**config.mk**
```make
export PLATFORM = sky130hd
export DESIGN_NAME = spf_top
export DESIGN_NICKNAME = d
export VERILOG_FILES = /design/src/shared/spf_pkg.sv /design/src/spf_sync.sv /design/src/spf_shifter.sv /design/src/spf_top.sv
export SDC_FILE = /design/constraint.sdc
export NUM_CORES = 1
export LEC_CHECK = 0
export BUFFER_PORTS_ARGS = -buffer_cell sky130_fd_sc_hd__buf_2
export CAP_MARGIN = 20
export CORE_MARGIN = 8
export CORE_UTILIZATION = 56
export CTS_CLUSTER_SIZE = 10
export DETAILED_ROUTE_END_ITERATION = 7
export GPL_TIMING_DRIVEN = 1
export PLACE_DENSITY_LB_ADDON = 0.15
export SYNTH_ARGS = -nofsm -noshare
export SYNTH_HDL_FRONTEND = slang
export SYNTH_SLANG_ARGS = --single-unit
```
**constraint.sdc**
```tcl
create_clock -name ref_clk -period 5.2 [get_ports ref_clk]
set_clock_uncertainty 0.05 [all_clocks]
set_input_delay 0.52 -clock ref_clk [delete_from_list [all_inputs] [get_ports ref_clk]]
set_output_delay 0.52 -clock ref_clk [all_outputs]
set_load 0.03 [all_outputs]
```
**src/shared/spf_pkg.sv**
```systemverilog
// shared constants and types for the serial pin-function front end
package spf_pkg;
  // special-function register addresses
  localparam logic [7:0] CFG_ADDR = 8'h9c;
  localparam logic [7:0] CTL_ADDR = 8'hf8;
  localparam logic [7:0] DAT_ADDR = 8'hf7;
  // values after reset
  localparam logic [1:0] CFG_RST = 2'h0;
  localparam logic [5:0] CFG_RSVD = 6'h01;
  localparam logic [7:0] CTL_RST = 8'h04;
  localparam logic [7:0] DAT_RST = 8'h00;
  localparam logic [7:0] RDATA_RST = 8'h00;
  // pin_function_config field positions
  localparam int CFG_SER_EN = 0;
  localparam int CFG_EXT_CLK = 1;
  // serial_control_reg field positions
  localparam int CTL_DONE = 7;
  localparam int CTL_WCOL = 6;
  localparam int CTL_SERIAL_SELECT = 5;
  localparam int CTL_MASTER = 4;
  localparam int CTL_IDLE_LEVEL = 3;
  localparam int CTL_EDGE_PHASE = 2;
  localparam int CTL_RATE_HI = 1;
  localparam int CTL_RATE_LO = 0;
  // shared pin indices: a = serial clock / external clock, b = miso, c = mosi
  localparam int PIN_A = 0;
  localparam int PIN_B = 1;
  localparam int PIN_C = 2;
  // framing: eight bits, two clock edges per bit
  localparam logic [3:0] LAST_EDGE = 4'hf;
  localparam logic [3:0] EDGE_CNT_RST = 4'h0;
  localparam logic [2:0] DIV_RST = 3'h0;
  // crystal-locked core clock
  localparam longint CRYSTAL_HZ = 32768;
  localparam longint PLL_MULT = 512;
  localparam longint PLL_CORE_HZ = CRYSTAL_HZ * PLL_MULT;
  localparam logic [2:0] PINS_RELEASED = 3'h7;

  typedef enum logic [1:0] {
    SPF_MODE_PORT = 2'b00,
    SPF_MODE_MASTER = 2'b01,
    SPF_MODE_SLAVE = 2'b10,
    SPF_MODE_I2C = 2'b11
  } spf_mode_t;

  typedef struct packed {
    logic wr;
    logic rd;
    logic [7:0] addr;
    logic [7:0] wdata;
  } spf_sfr_req_t;

  typedef struct packed {
    logic [2:0] out;
    logic [2:0] oe_n;
  } spf_pin_drv_t;

  typedef struct packed {
    logic [7:0] tx;
    logic [7:0] rx;
    logic dout;
    logic [3:0] cnt;
  } spf_shift_st_t;

  // pin ownership from enable, serial select and master bits
  function automatic spf_mode_t pin_mode(input logic ser_en, input logic sel, input logic master);
    if (!ser_en)
      return SPF_MODE_PORT;
    else if (!sel)
      return SPF_MODE_I2C;
    else if (master)
      return SPF_MODE_MASTER;
    else
      return SPF_MODE_SLAVE;
  endfunction
endpackage

```
**src/spf_sync.sv**
```systemverilog
// two-flop synchroniser for pin inputs
`timescale 1ns/10ps
module spf_sync #(
  parameter int W = 4
) (
  // clock and reset
  input wire logic ref_clk,
  input wire logic resetn,
  // levels
  input wire logic [W-1:0] async_in,
  output logic [W-1:0] sync_out
);
  typedef struct packed {
    logic [W-1:0] meta;
    logic [W-1:0] sync;
  } spf_sync_st_t;
  spf_sync_st_t q, d;

  always_comb begin
    d.meta = async_in;
    d.sync = q.meta;
  end

  always_ff @(posedge ref_clk or negedge resetn) begin
    if (!resetn)
      q <= '0;
    else
      q <= d;
  end

  assign sync_out = q.sync;
endmodule

```
**src/spf_shifter.sv**
```systemverilog
// eight-bit full-duplex shift engine driven by serial clock edge strobes
`timescale 1ns/10ps
module spf_shifter (
  // clock and reset
  input wire logic ref_clk,
  input wire logic resetn,
  // control
  input wire logic load,
  input wire logic [7:0] load_data,
  input wire logic edge_phase,
  input wire logic abort,
  // serial clock edges
  input wire logic edge_stb,
  input wire logic edge_lead,
  // serial data
  input wire logic din,
  output logic dout,
  // status
  output logic busy,
  output logic done,
  output logic [7:0] rx_byte
);
  spf_pkg::spf_shift_st_t q, d;
  logic launch;

  always_comb begin
    d = q;
    done = 1'b0;
    launch = (edge_lead == edge_phase);
    if (load) begin
      d.cnt = spf_pkg::EDGE_CNT_RST;
      if (!edge_phase) begin
        d.dout = load_data[7];
        d.tx = {load_data[6:0], 1'b0};
      end else begin
        d.tx = load_data;
      end
    end else if (abort) begin
      d.cnt = spf_pkg::EDGE_CNT_RST;
    end else if (edge_stb) begin
      if (launch && q.cnt != spf_pkg::LAST_EDGE) begin
        d.dout = q.tx[7];
        d.tx = {q.tx[6:0], 1'b0};
      end
      if (!launch)
        d.rx = {q.rx[6:0], din};
      d.cnt = q.cnt + 4'h1;
      done = (q.cnt == spf_pkg::LAST_EDGE);
    end
  end

  always_ff @(posedge ref_clk or negedge resetn) begin
    if (!resetn)
      q <= '0;
    else
      q <= d;
  end

  assign dout = q.dout;
  assign busy = (q.cnt != spf_pkg::EDGE_CNT_RST);
  assign rx_byte = d.rx;
endmodule

```
**src/spf_top.sv**
```systemverilog
// serial pin-function configuration, clock select and spi framing front end
// Functional notes
// - 8-bit config register at 0x9c, resets to 0x04, byte access only.
// - config bit 0 set routes serial interface onto three shared pins.
// - config bit 0 clear leaves shared pins as general-purpose port pins.
// - after reset, shared pins stay port pins until software enables serial.
// - config bit 1 selects external clock when 1, crystal plus pll when 0.
// - external clock enters on shared pin a, bypassing the pll.
// - external clock drives converter, memory, watchdog, serial and core clocks.
// - pll locks to crystal multiple for a 16.777216 MHz device clock.
// - with pins routed, serial select chooses spi or i2c operation.
// - eight bits move out and in simultaneously, full duplex.
// - miso is input as master, output as slave.
// - mosi is output as master, input as slave.
// - each transfer is one byte, msb first, on both data lines.
// - one bit each way per serial clock period; eight periods per byte.
// - serial clock pin driven as master, input as slave.
// - master clock rate, idle level and phase follow control bits.
// - data launched on one serial clock edge, sampled on the other.
// - serial select set enables spi, clear enables i2c.
// - idle level bit set idles clock high, clear idles it low.
// - master rate codes 00..11 divide core clock by 2, 4, 8, 16.
`timescale 1ns/10ps
module spf_top (
  // clock and reset
  input wire logic ref_clk,
  input wire logic resetn,
  // special-function register port
  input wire spf_pkg::spf_sfr_req_t sfr_req,
  output logic [7:0] sfr_rdata,
  // port 3 latch side
  input wire logic [2:0] port_dout,
  input wire logic [2:0] port_drv_en,
  output logic [2:0] port_pin_level,
  // shared pins
  input wire logic [2:0] pin_in,
  output logic [2:0] pin_out,
  output logic [2:0] pin_oe_n,
  input wire logic slave_select_n,
  // clock unit and serial select
  output logic external_clock_select,
  output logic pll_enable,
  output logic i2c_select
);
  typedef struct packed {
    logic [1:0] cfg;
    logic [7:0] ctl;
    logic [7:0] dat;
    logic [7:0] rdata;
    logic run;
    logic sclk;
    logic [2:0] div;
    logic sclk_prev;
    logic [2:0] smp;
    logic [2:0] fin;
    logic [7:0] mrx;
    spf_pkg::spf_pin_drv_t pins;
  } spf_top_st_t;

  spf_top_st_t q, d;
  spf_pkg::spf_mode_t mode;
  logic [3:0] sync_q;
  logic ss_n_s;
  logic sclk_s;
  logic wr_cfg, wr_ctl, wr_dat, rd_cfg, rd_ctl, rd_dat;
  logic sh_load, sh_abort, sh_edge, sh_lead, sh_din, sh_dout, sh_busy, sh_done;
  logic [7:0] sh_rx;
  logic [2:0] half_m1;
  logic busy;

  spf_sync #(
    .W(4)
  ) u_sync (
    .ref_clk(ref_clk),
    .resetn(resetn),
    .async_in({slave_select_n, pin_in}),
    .sync_out(sync_q)
  );

  assign ss_n_s = sync_q[3];
  assign sclk_s = sync_q[spf_pkg::PIN_A];
  assign port_pin_level = sync_q[2:0];

  assign mode = spf_pkg::pin_mode(q.cfg[spf_pkg::CFG_SER_EN], q.ctl[spf_pkg::CTL_SERIAL_SELECT],
    q.ctl[spf_pkg::CTL_MASTER]);
  assign wr_cfg = sfr_req.wr && sfr_req.addr == spf_pkg::CFG_ADDR;
  assign wr_ctl = sfr_req.wr && sfr_req.addr == spf_pkg::CTL_ADDR;
  assign wr_dat = sfr_req.wr && sfr_req.addr == spf_pkg::DAT_ADDR;
  assign rd_cfg = sfr_req.rd && sfr_req.addr == spf_pkg::CFG_ADDR;
  assign rd_ctl = sfr_req.rd && sfr_req.addr == spf_pkg::CTL_ADDR;
  assign rd_dat = sfr_req.rd && sfr_req.addr == spf_pkg::DAT_ADDR;
  assign busy = q.run || sh_busy || (q.fin != 3'h0);
  assign sh_load = wr_dat && !busy;
  // half serial clock period in core cycles, minus one
  assign half_m1 = 3'((4'h1 << {q.ctl[spf_pkg::CTL_RATE_HI], q.ctl[spf_pkg::CTL_RATE_LO]}) - 4'h1);
  assign sh_din = (mode == spf_pkg::SPF_MODE_MASTER) ? sync_q[spf_pkg::PIN_B] : sync_q[spf_pkg::PIN_C];

  spf_shifter u_shift (
    .ref_clk(ref_clk),
    .resetn(resetn),
    .load(sh_load),
    .load_data(sfr_req.wdata),
    .edge_phase(q.ctl[spf_pkg::CTL_EDGE_PHASE]),
    .abort(sh_abort),
    .edge_stb(sh_edge),
    .edge_lead(sh_lead),
    .din(sh_din),
    .dout(sh_dout),
    .busy(sh_busy),
    .done(sh_done),
    .rx_byte(sh_rx)
  );

  always_comb begin
    d = q;
    sh_edge = 1'b0;
    sh_lead = 1'b0;
    sh_abort = 1'b0;
    d.sclk_prev = sclk_s;
    // register writes
    if (wr_cfg)
      d.cfg = sfr_req.wdata[1:0];
    if (wr_ctl)
      d.ctl = sfr_req.wdata;
    if (wr_dat && busy)
      d.ctl[spf_pkg::CTL_WCOL] = 1'b1;
    if (sh_load) begin
      d.dat = sfr_req.wdata;
      d.run = (mode == spf_pkg::SPF_MODE_MASTER);
    end
    // register reads
    if (rd_dat)
      d.ctl[spf_pkg::CTL_DONE] = 1'b0;
    if (rd_cfg)
      d.rdata = {spf_pkg::CFG_RSVD, q.cfg};
    else if (rd_ctl)
      d.rdata = (mode == spf_pkg::SPF_MODE_SLAVE) ? {q.ctl[7:1], ss_n_s} : q.ctl;
    else if (rd_dat)
      d.rdata = q.dat;
    // serial clock generation and edge detection
    case (mode)
      spf_pkg::SPF_MODE_MASTER: begin
        if (q.run) begin
          if (q.div == half_m1) begin
            d.div = spf_pkg::DIV_RST;
            d.sclk = ~q.sclk;
            sh_edge = 1'b1;
            sh_lead = (q.sclk == q.ctl[spf_pkg::CTL_IDLE_LEVEL]);
          end else begin
            d.div = q.div + 3'h1;
          end
        end else begin
          d.div = spf_pkg::DIV_RST;
          d.sclk = q.ctl[spf_pkg::CTL_IDLE_LEVEL];
          sh_abort = 1'b1;
        end
      end
      spf_pkg::SPF_MODE_SLAVE: begin
        d.sclk = q.ctl[spf_pkg::CTL_IDLE_LEVEL];
        d.div = spf_pkg::DIV_RST;
        d.run = 1'b0;
        sh_abort = ss_n_s;
        sh_edge = !ss_n_s && (sclk_s != q.sclk_prev);
        sh_lead = (q.sclk_prev == q.ctl[spf_pkg::CTL_IDLE_LEVEL]);
      end
      default: begin
        d.sclk = q.ctl[spf_pkg::CTL_IDLE_LEVEL];
        d.div = spf_pkg::DIV_RST;
        d.run = 1'b0;
        sh_abort = 1'b1;
      end
    endcase
    // master miso comes back through pin register and sync: capture three cycles late
    d.smp = {q.smp[1:0], (mode == spf_pkg::SPF_MODE_MASTER) && sh_edge &&
      (sh_lead != q.ctl[spf_pkg::CTL_EDGE_PHASE])};
    d.fin = {q.fin[1:0], (mode == spf_pkg::SPF_MODE_MASTER) && sh_done};
    if (q.smp[2])
      d.mrx = {q.mrx[6:0], sync_q[spf_pkg::PIN_B]};
    if (sh_done)
      d.run = 1'b0;
    // end of byte: latch received data, set flag (set wins over clear)
    if (q.fin[2]) begin
      d.dat = q.smp[2] ? {q.mrx[6:0], sync_q[spf_pkg::PIN_B]} : q.mrx;
      d.ctl[spf_pkg::CTL_DONE] = 1'b1;
    end else if (sh_done && mode != spf_pkg::SPF_MODE_MASTER) begin
      d.dat = sh_rx;
      d.ctl[spf_pkg::CTL_DONE] = 1'b1;
    end
    // pin ownership
    case (mode)
      spf_pkg::SPF_MODE_PORT: begin
        d.pins.out = port_dout;
        d.pins.oe_n = ~port_drv_en;
      end
      spf_pkg::SPF_MODE_MASTER: begin
        d.pins.out = {sh_dout, 1'b0, q.sclk};
        d.pins.oe_n = {1'b0, 1'b1, 1'b0};
      end
      spf_pkg::SPF_MODE_SLAVE: begin
        d.pins.out = {1'b0, sh_dout, 1'b0};
        d.pins.oe_n = {1'b1, ss_n_s, 1'b1};
      end
      default: begin
        d.pins.out = 3'h0;
        d.pins.oe_n = spf_pkg::PINS_RELEASED;
      end
    endcase
    if (q.cfg[spf_pkg::CFG_EXT_CLK])
      d.pins.oe_n[spf_pkg::PIN_A] = 1'b1;
  end

  always_ff @(posedge ref_clk or negedge resetn) begin
    if (!resetn) begin
      q <= '0;
      q.cfg <= spf_pkg::CFG_RST;
      q.ctl <= spf_pkg::CTL_RST;
      q.dat <= spf_pkg::DAT_RST;
      q.rdata <= spf_pkg::RDATA_RST;
      q.pins.oe_n <= spf_pkg::PINS_RELEASED;
    end else begin
      q <= d;
    end
  end

  assign sfr_rdata = q.rdata;
  assign pin_out = q.pins.out;
  assign pin_oe_n = q.pins.oe_n;
  assign external_clock_select = q.cfg[spf_pkg::CFG_EXT_CLK];
  assign pll_enable = ~q.cfg[spf_pkg::CFG_EXT_CLK];
  assign i2c_select = (mode == spf_pkg::SPF_MODE_I2C);
endmodule

```
==> flow_metrics.py <==
metrics = {
    "detailed_routing": {
        "ant_nets": 0,
        "vias": 2865,
        "avgRoutedWirePerCell_um": 17.9,
        "dr.first_iter.drc_count": 214,
        "wl_um": 8950,
        "dr.pass1.iters": 4,
        "drc": 0,
        "drt-vias-per-instance": 5.74,
    },
    "synth": {
        "ys_async_sr_fraction_pct": 100,
        "avgSynthCellArea_um2": 11.2,
        "yosys.area_share.xor_xnor_pct": 1.72,
        "synth.area.mux_share_pct": 13.2,
        "synthFlopType": "dfrtp_1",
        "synth_nets": 399,
        "ys_seq_area_share_pct": 49.8,
        "synth_simple_gate_area_share_pct": 13.1,
        "yosys.area_share.adder_pct": 0.919,
        "yosysUniqueCellTypes": 56,
        "yosys_warnings": 0,
        "synth_compound_area_share_pct": 14.4,
        "synth_seq_cells": 81,
        "synth_top_family_by_area": "compound AO/OA/AOI/OAI gates",
        "synthesis.area_um2": 4080,
        "syn_inst": 366,
        "synth-edff-count": 0,
    },
    "floorplan": {
        "die_width_um": 101,
        "dieArea_um2": 10300,
        "core_area_um2": 7180,
        "rows": 31,
        "die_h_um": 101,
        "boundaryPins": 50,
        "start_util_pct": 56.9,
    },
    "timing": {
        "final_max_slew_viol_count": 0,
        "fin_tns_setup_ns": 0,
        "period_needed_ns": 2.78,
        "rsz0062_at_grt": "false",
        "slew_headroom_pct": 34.7,
        "hold_viol": 0,
        "min_period_over_period_pct": 53.4,
        "setup_viol": 0,
        "tightest_slew_ns": 0.980,
        "fmax_mhz": 360,
        "finalHoldWorstSlack_ns": 0.211,
    },
    "worst_setup_path": {
        "cp-start-kind": "register",
        "crit_path_end_kind": "register",
        "crit_type": "register to register",
        "cp_data_arrival_time_ns": 2.97,
        "critPathMaxFanout": 26,
        "critPathRequiredTime_ns": 5.40,
    },
    "run_status": {
        "status": "finished clean",
    },
    "grt": {
        "grt_max_degree": 82,
        "grt_overflow": 0,
        "grt_pass1_vias": 2855,
        "antenna_found_initial": 0,
        "grt_usage_pct": 18.9,
        "grt_pass1_wl_um": 15000,
    },
    "placement": {
        "gp_congestion": 0.857,
        "placed_cells": 482,
        "dpl.hpwl_um": 6480,
        "port_buffers": 49,
    },
    "final_layout": {
        "syn2layout_area_growth_pct": 8.88,
        "diodes": 0,
        "stdcell_count": 499,
        "final_layout_size_suffix_gt1_share_pct": 27.0,
        "nets": 428,
        "layout_commonest_cell": "dfrtp_1",
        "mostFrequentLayoutCells": "dfrtp_1 (77), buf_2 (48), nand2_1 (23), o21ai_0 (23), mux2i_1 (22)",
    },
    "power_and_ir_drop": {
        "vdd_ir_drop_max_uv": 138,
        "finalPower_mw": 1.27,
        "cellPowerDensity_nw_per_um2": 285,
        "leakage_nw": 2.08,
    },
    "clock_tree": {
        "ctsRootBufferMaster": "clkbuf_8",
        "postCtsHoldBufs": 0,
        "clk_path_buf_depth": 2,
        "clk_pin_slew_ns": 0.09,
        "numCtsBuffers": 9,
        "cts_sinks": 81,
        "clock_latency_ns": 0.36,
        "postCtsSetupBuffers": 0,
        "cts_tree": "built",
        "cts_max_level": 3,
        "cts_resized": 0,
    },
    "run": {
        "cap_violations": 0,
    },
    "min_path": {
        "holdCritPathClass": "input port to register",
    },
}
[flip-flops by register name (all words and copies together), names as in the netlist]
name / count
u_shift.dout: 1
u_sync.sync_out: 4
pin_out: 3
d: 4
pin_oe_n: 3
sfr_rdata: 8
q: 33
external_clock_select: 1
u_sync.d: 4
u_shift.q: 20
[kinds of logic after synthesis]
family,after synthesis
flops,81
simple gates,96
mux,48
compound gates,82
xor+xnor,8
fa+ha+maj,3
buf+inv,48
[final cells by class]
| type | count | area (um2) |
|---|---|---|
| repair buffers | 51 | 263 |
| clock buffers | 11 | 141 |
| fillers | 590 | 2730 |
| inverters | 15 | 56.3 |
| flip-flops and latches | 81 | 2030 |
| well taps | 99 | 124 |
| multi-input cells | 237 | 1770 |
| clock inverters | 5 | 62.6 |
[cells in the mapped netlist (all sizes together) (3+ instances only)]
library cell | n | area, um2
dfrtp | 77 | 1930
mux2 | 26 | 319
o21ai | 26 | 130
buf | 24 | 194
nand2 | 24 | 92.6
mux2i | 22 | 220
nor2 | 20 | 75.1
a21oi | 17 | 96.4
inv | 15 | 56.3
clkbuf | 9 | 33.8
nor3 | 9 | 45.0
nand3 | 8 | 40.0
and3 | 5 | 31.3
o21a | 5 | 45.0
xnor2 | 5 | 43.8
a2bb2oi | 4 | 35.0
and2 | 4 | 25.0
dfstp | 4 | 105
nand3b | 4 | 42.5
nand4bb | 4 | 45.0
o211ai | 4 | 43.8
o31a | 4 | 35.0
o31ai | 4 | 50.1
a31oi | 3 | 18.8
ha | 3 | 37.5
nor2b | 3 | 18.8
o221ai | 3 | 26.3
xor2 | 3 | 26.3
[metal layers]
metal,track usage (%),wire [um]
met3,4.33,639
met5,0,0
met4,6.30,99
met1,24.9,4020
met2,29.8,4190
[power by group]
group / switching, mW / total, mW / internal, mW
Sequential: 0.0198 / 0.675 / 0.655
Combinational: 0.0746 / 0.120 / 0.0451
Clock: 0.236 / 0.474 / 0.238
Total: 0.330 / 1.27 / 0.938
[path summary, 6_finish.rpt]
kind | cells past startpoint | start | endpoint | slack [ns]
max reg2reg | 6 | q[46] | u_shift.q[7] | 2.42
max | 6 | q[46] | u_shift.q[7] | 2.42
min | 1 | slave_select_n | u_sync.d[3] | 0.21
min in group asynchronous | 1 | resetn | q[21] | 0.26
max in group asynchronous | 1 | resetn | u_shift.q[15] | 4.20
min reg2reg | 0 | u_sync.d[1] | u_sync.sync_out[1] | 0.30
[critical path: stages (launching register included)]
cell      delay, ns
dfrtp_1        0.49
and3_1         0.36
and2_1         0.28
o21a_4         0.15
o211ai_4       0.69
nand3b_4       0.26
mux2_1         0.37
[metrics by stage]
step	instance area, um2	util [%]	setup slack [ns]
3_5_place_dp	4240	59.0	2.41
5_1_grt	4450	62.0	2.27
4_1_cts	4440	61.9	2.41
2_1_floorplan	4080	-	3.03
3_3_place_gp	4240	59.0	2.49
6_report	4450	62.0	2.42
Power figures use the tool's default switching activity.
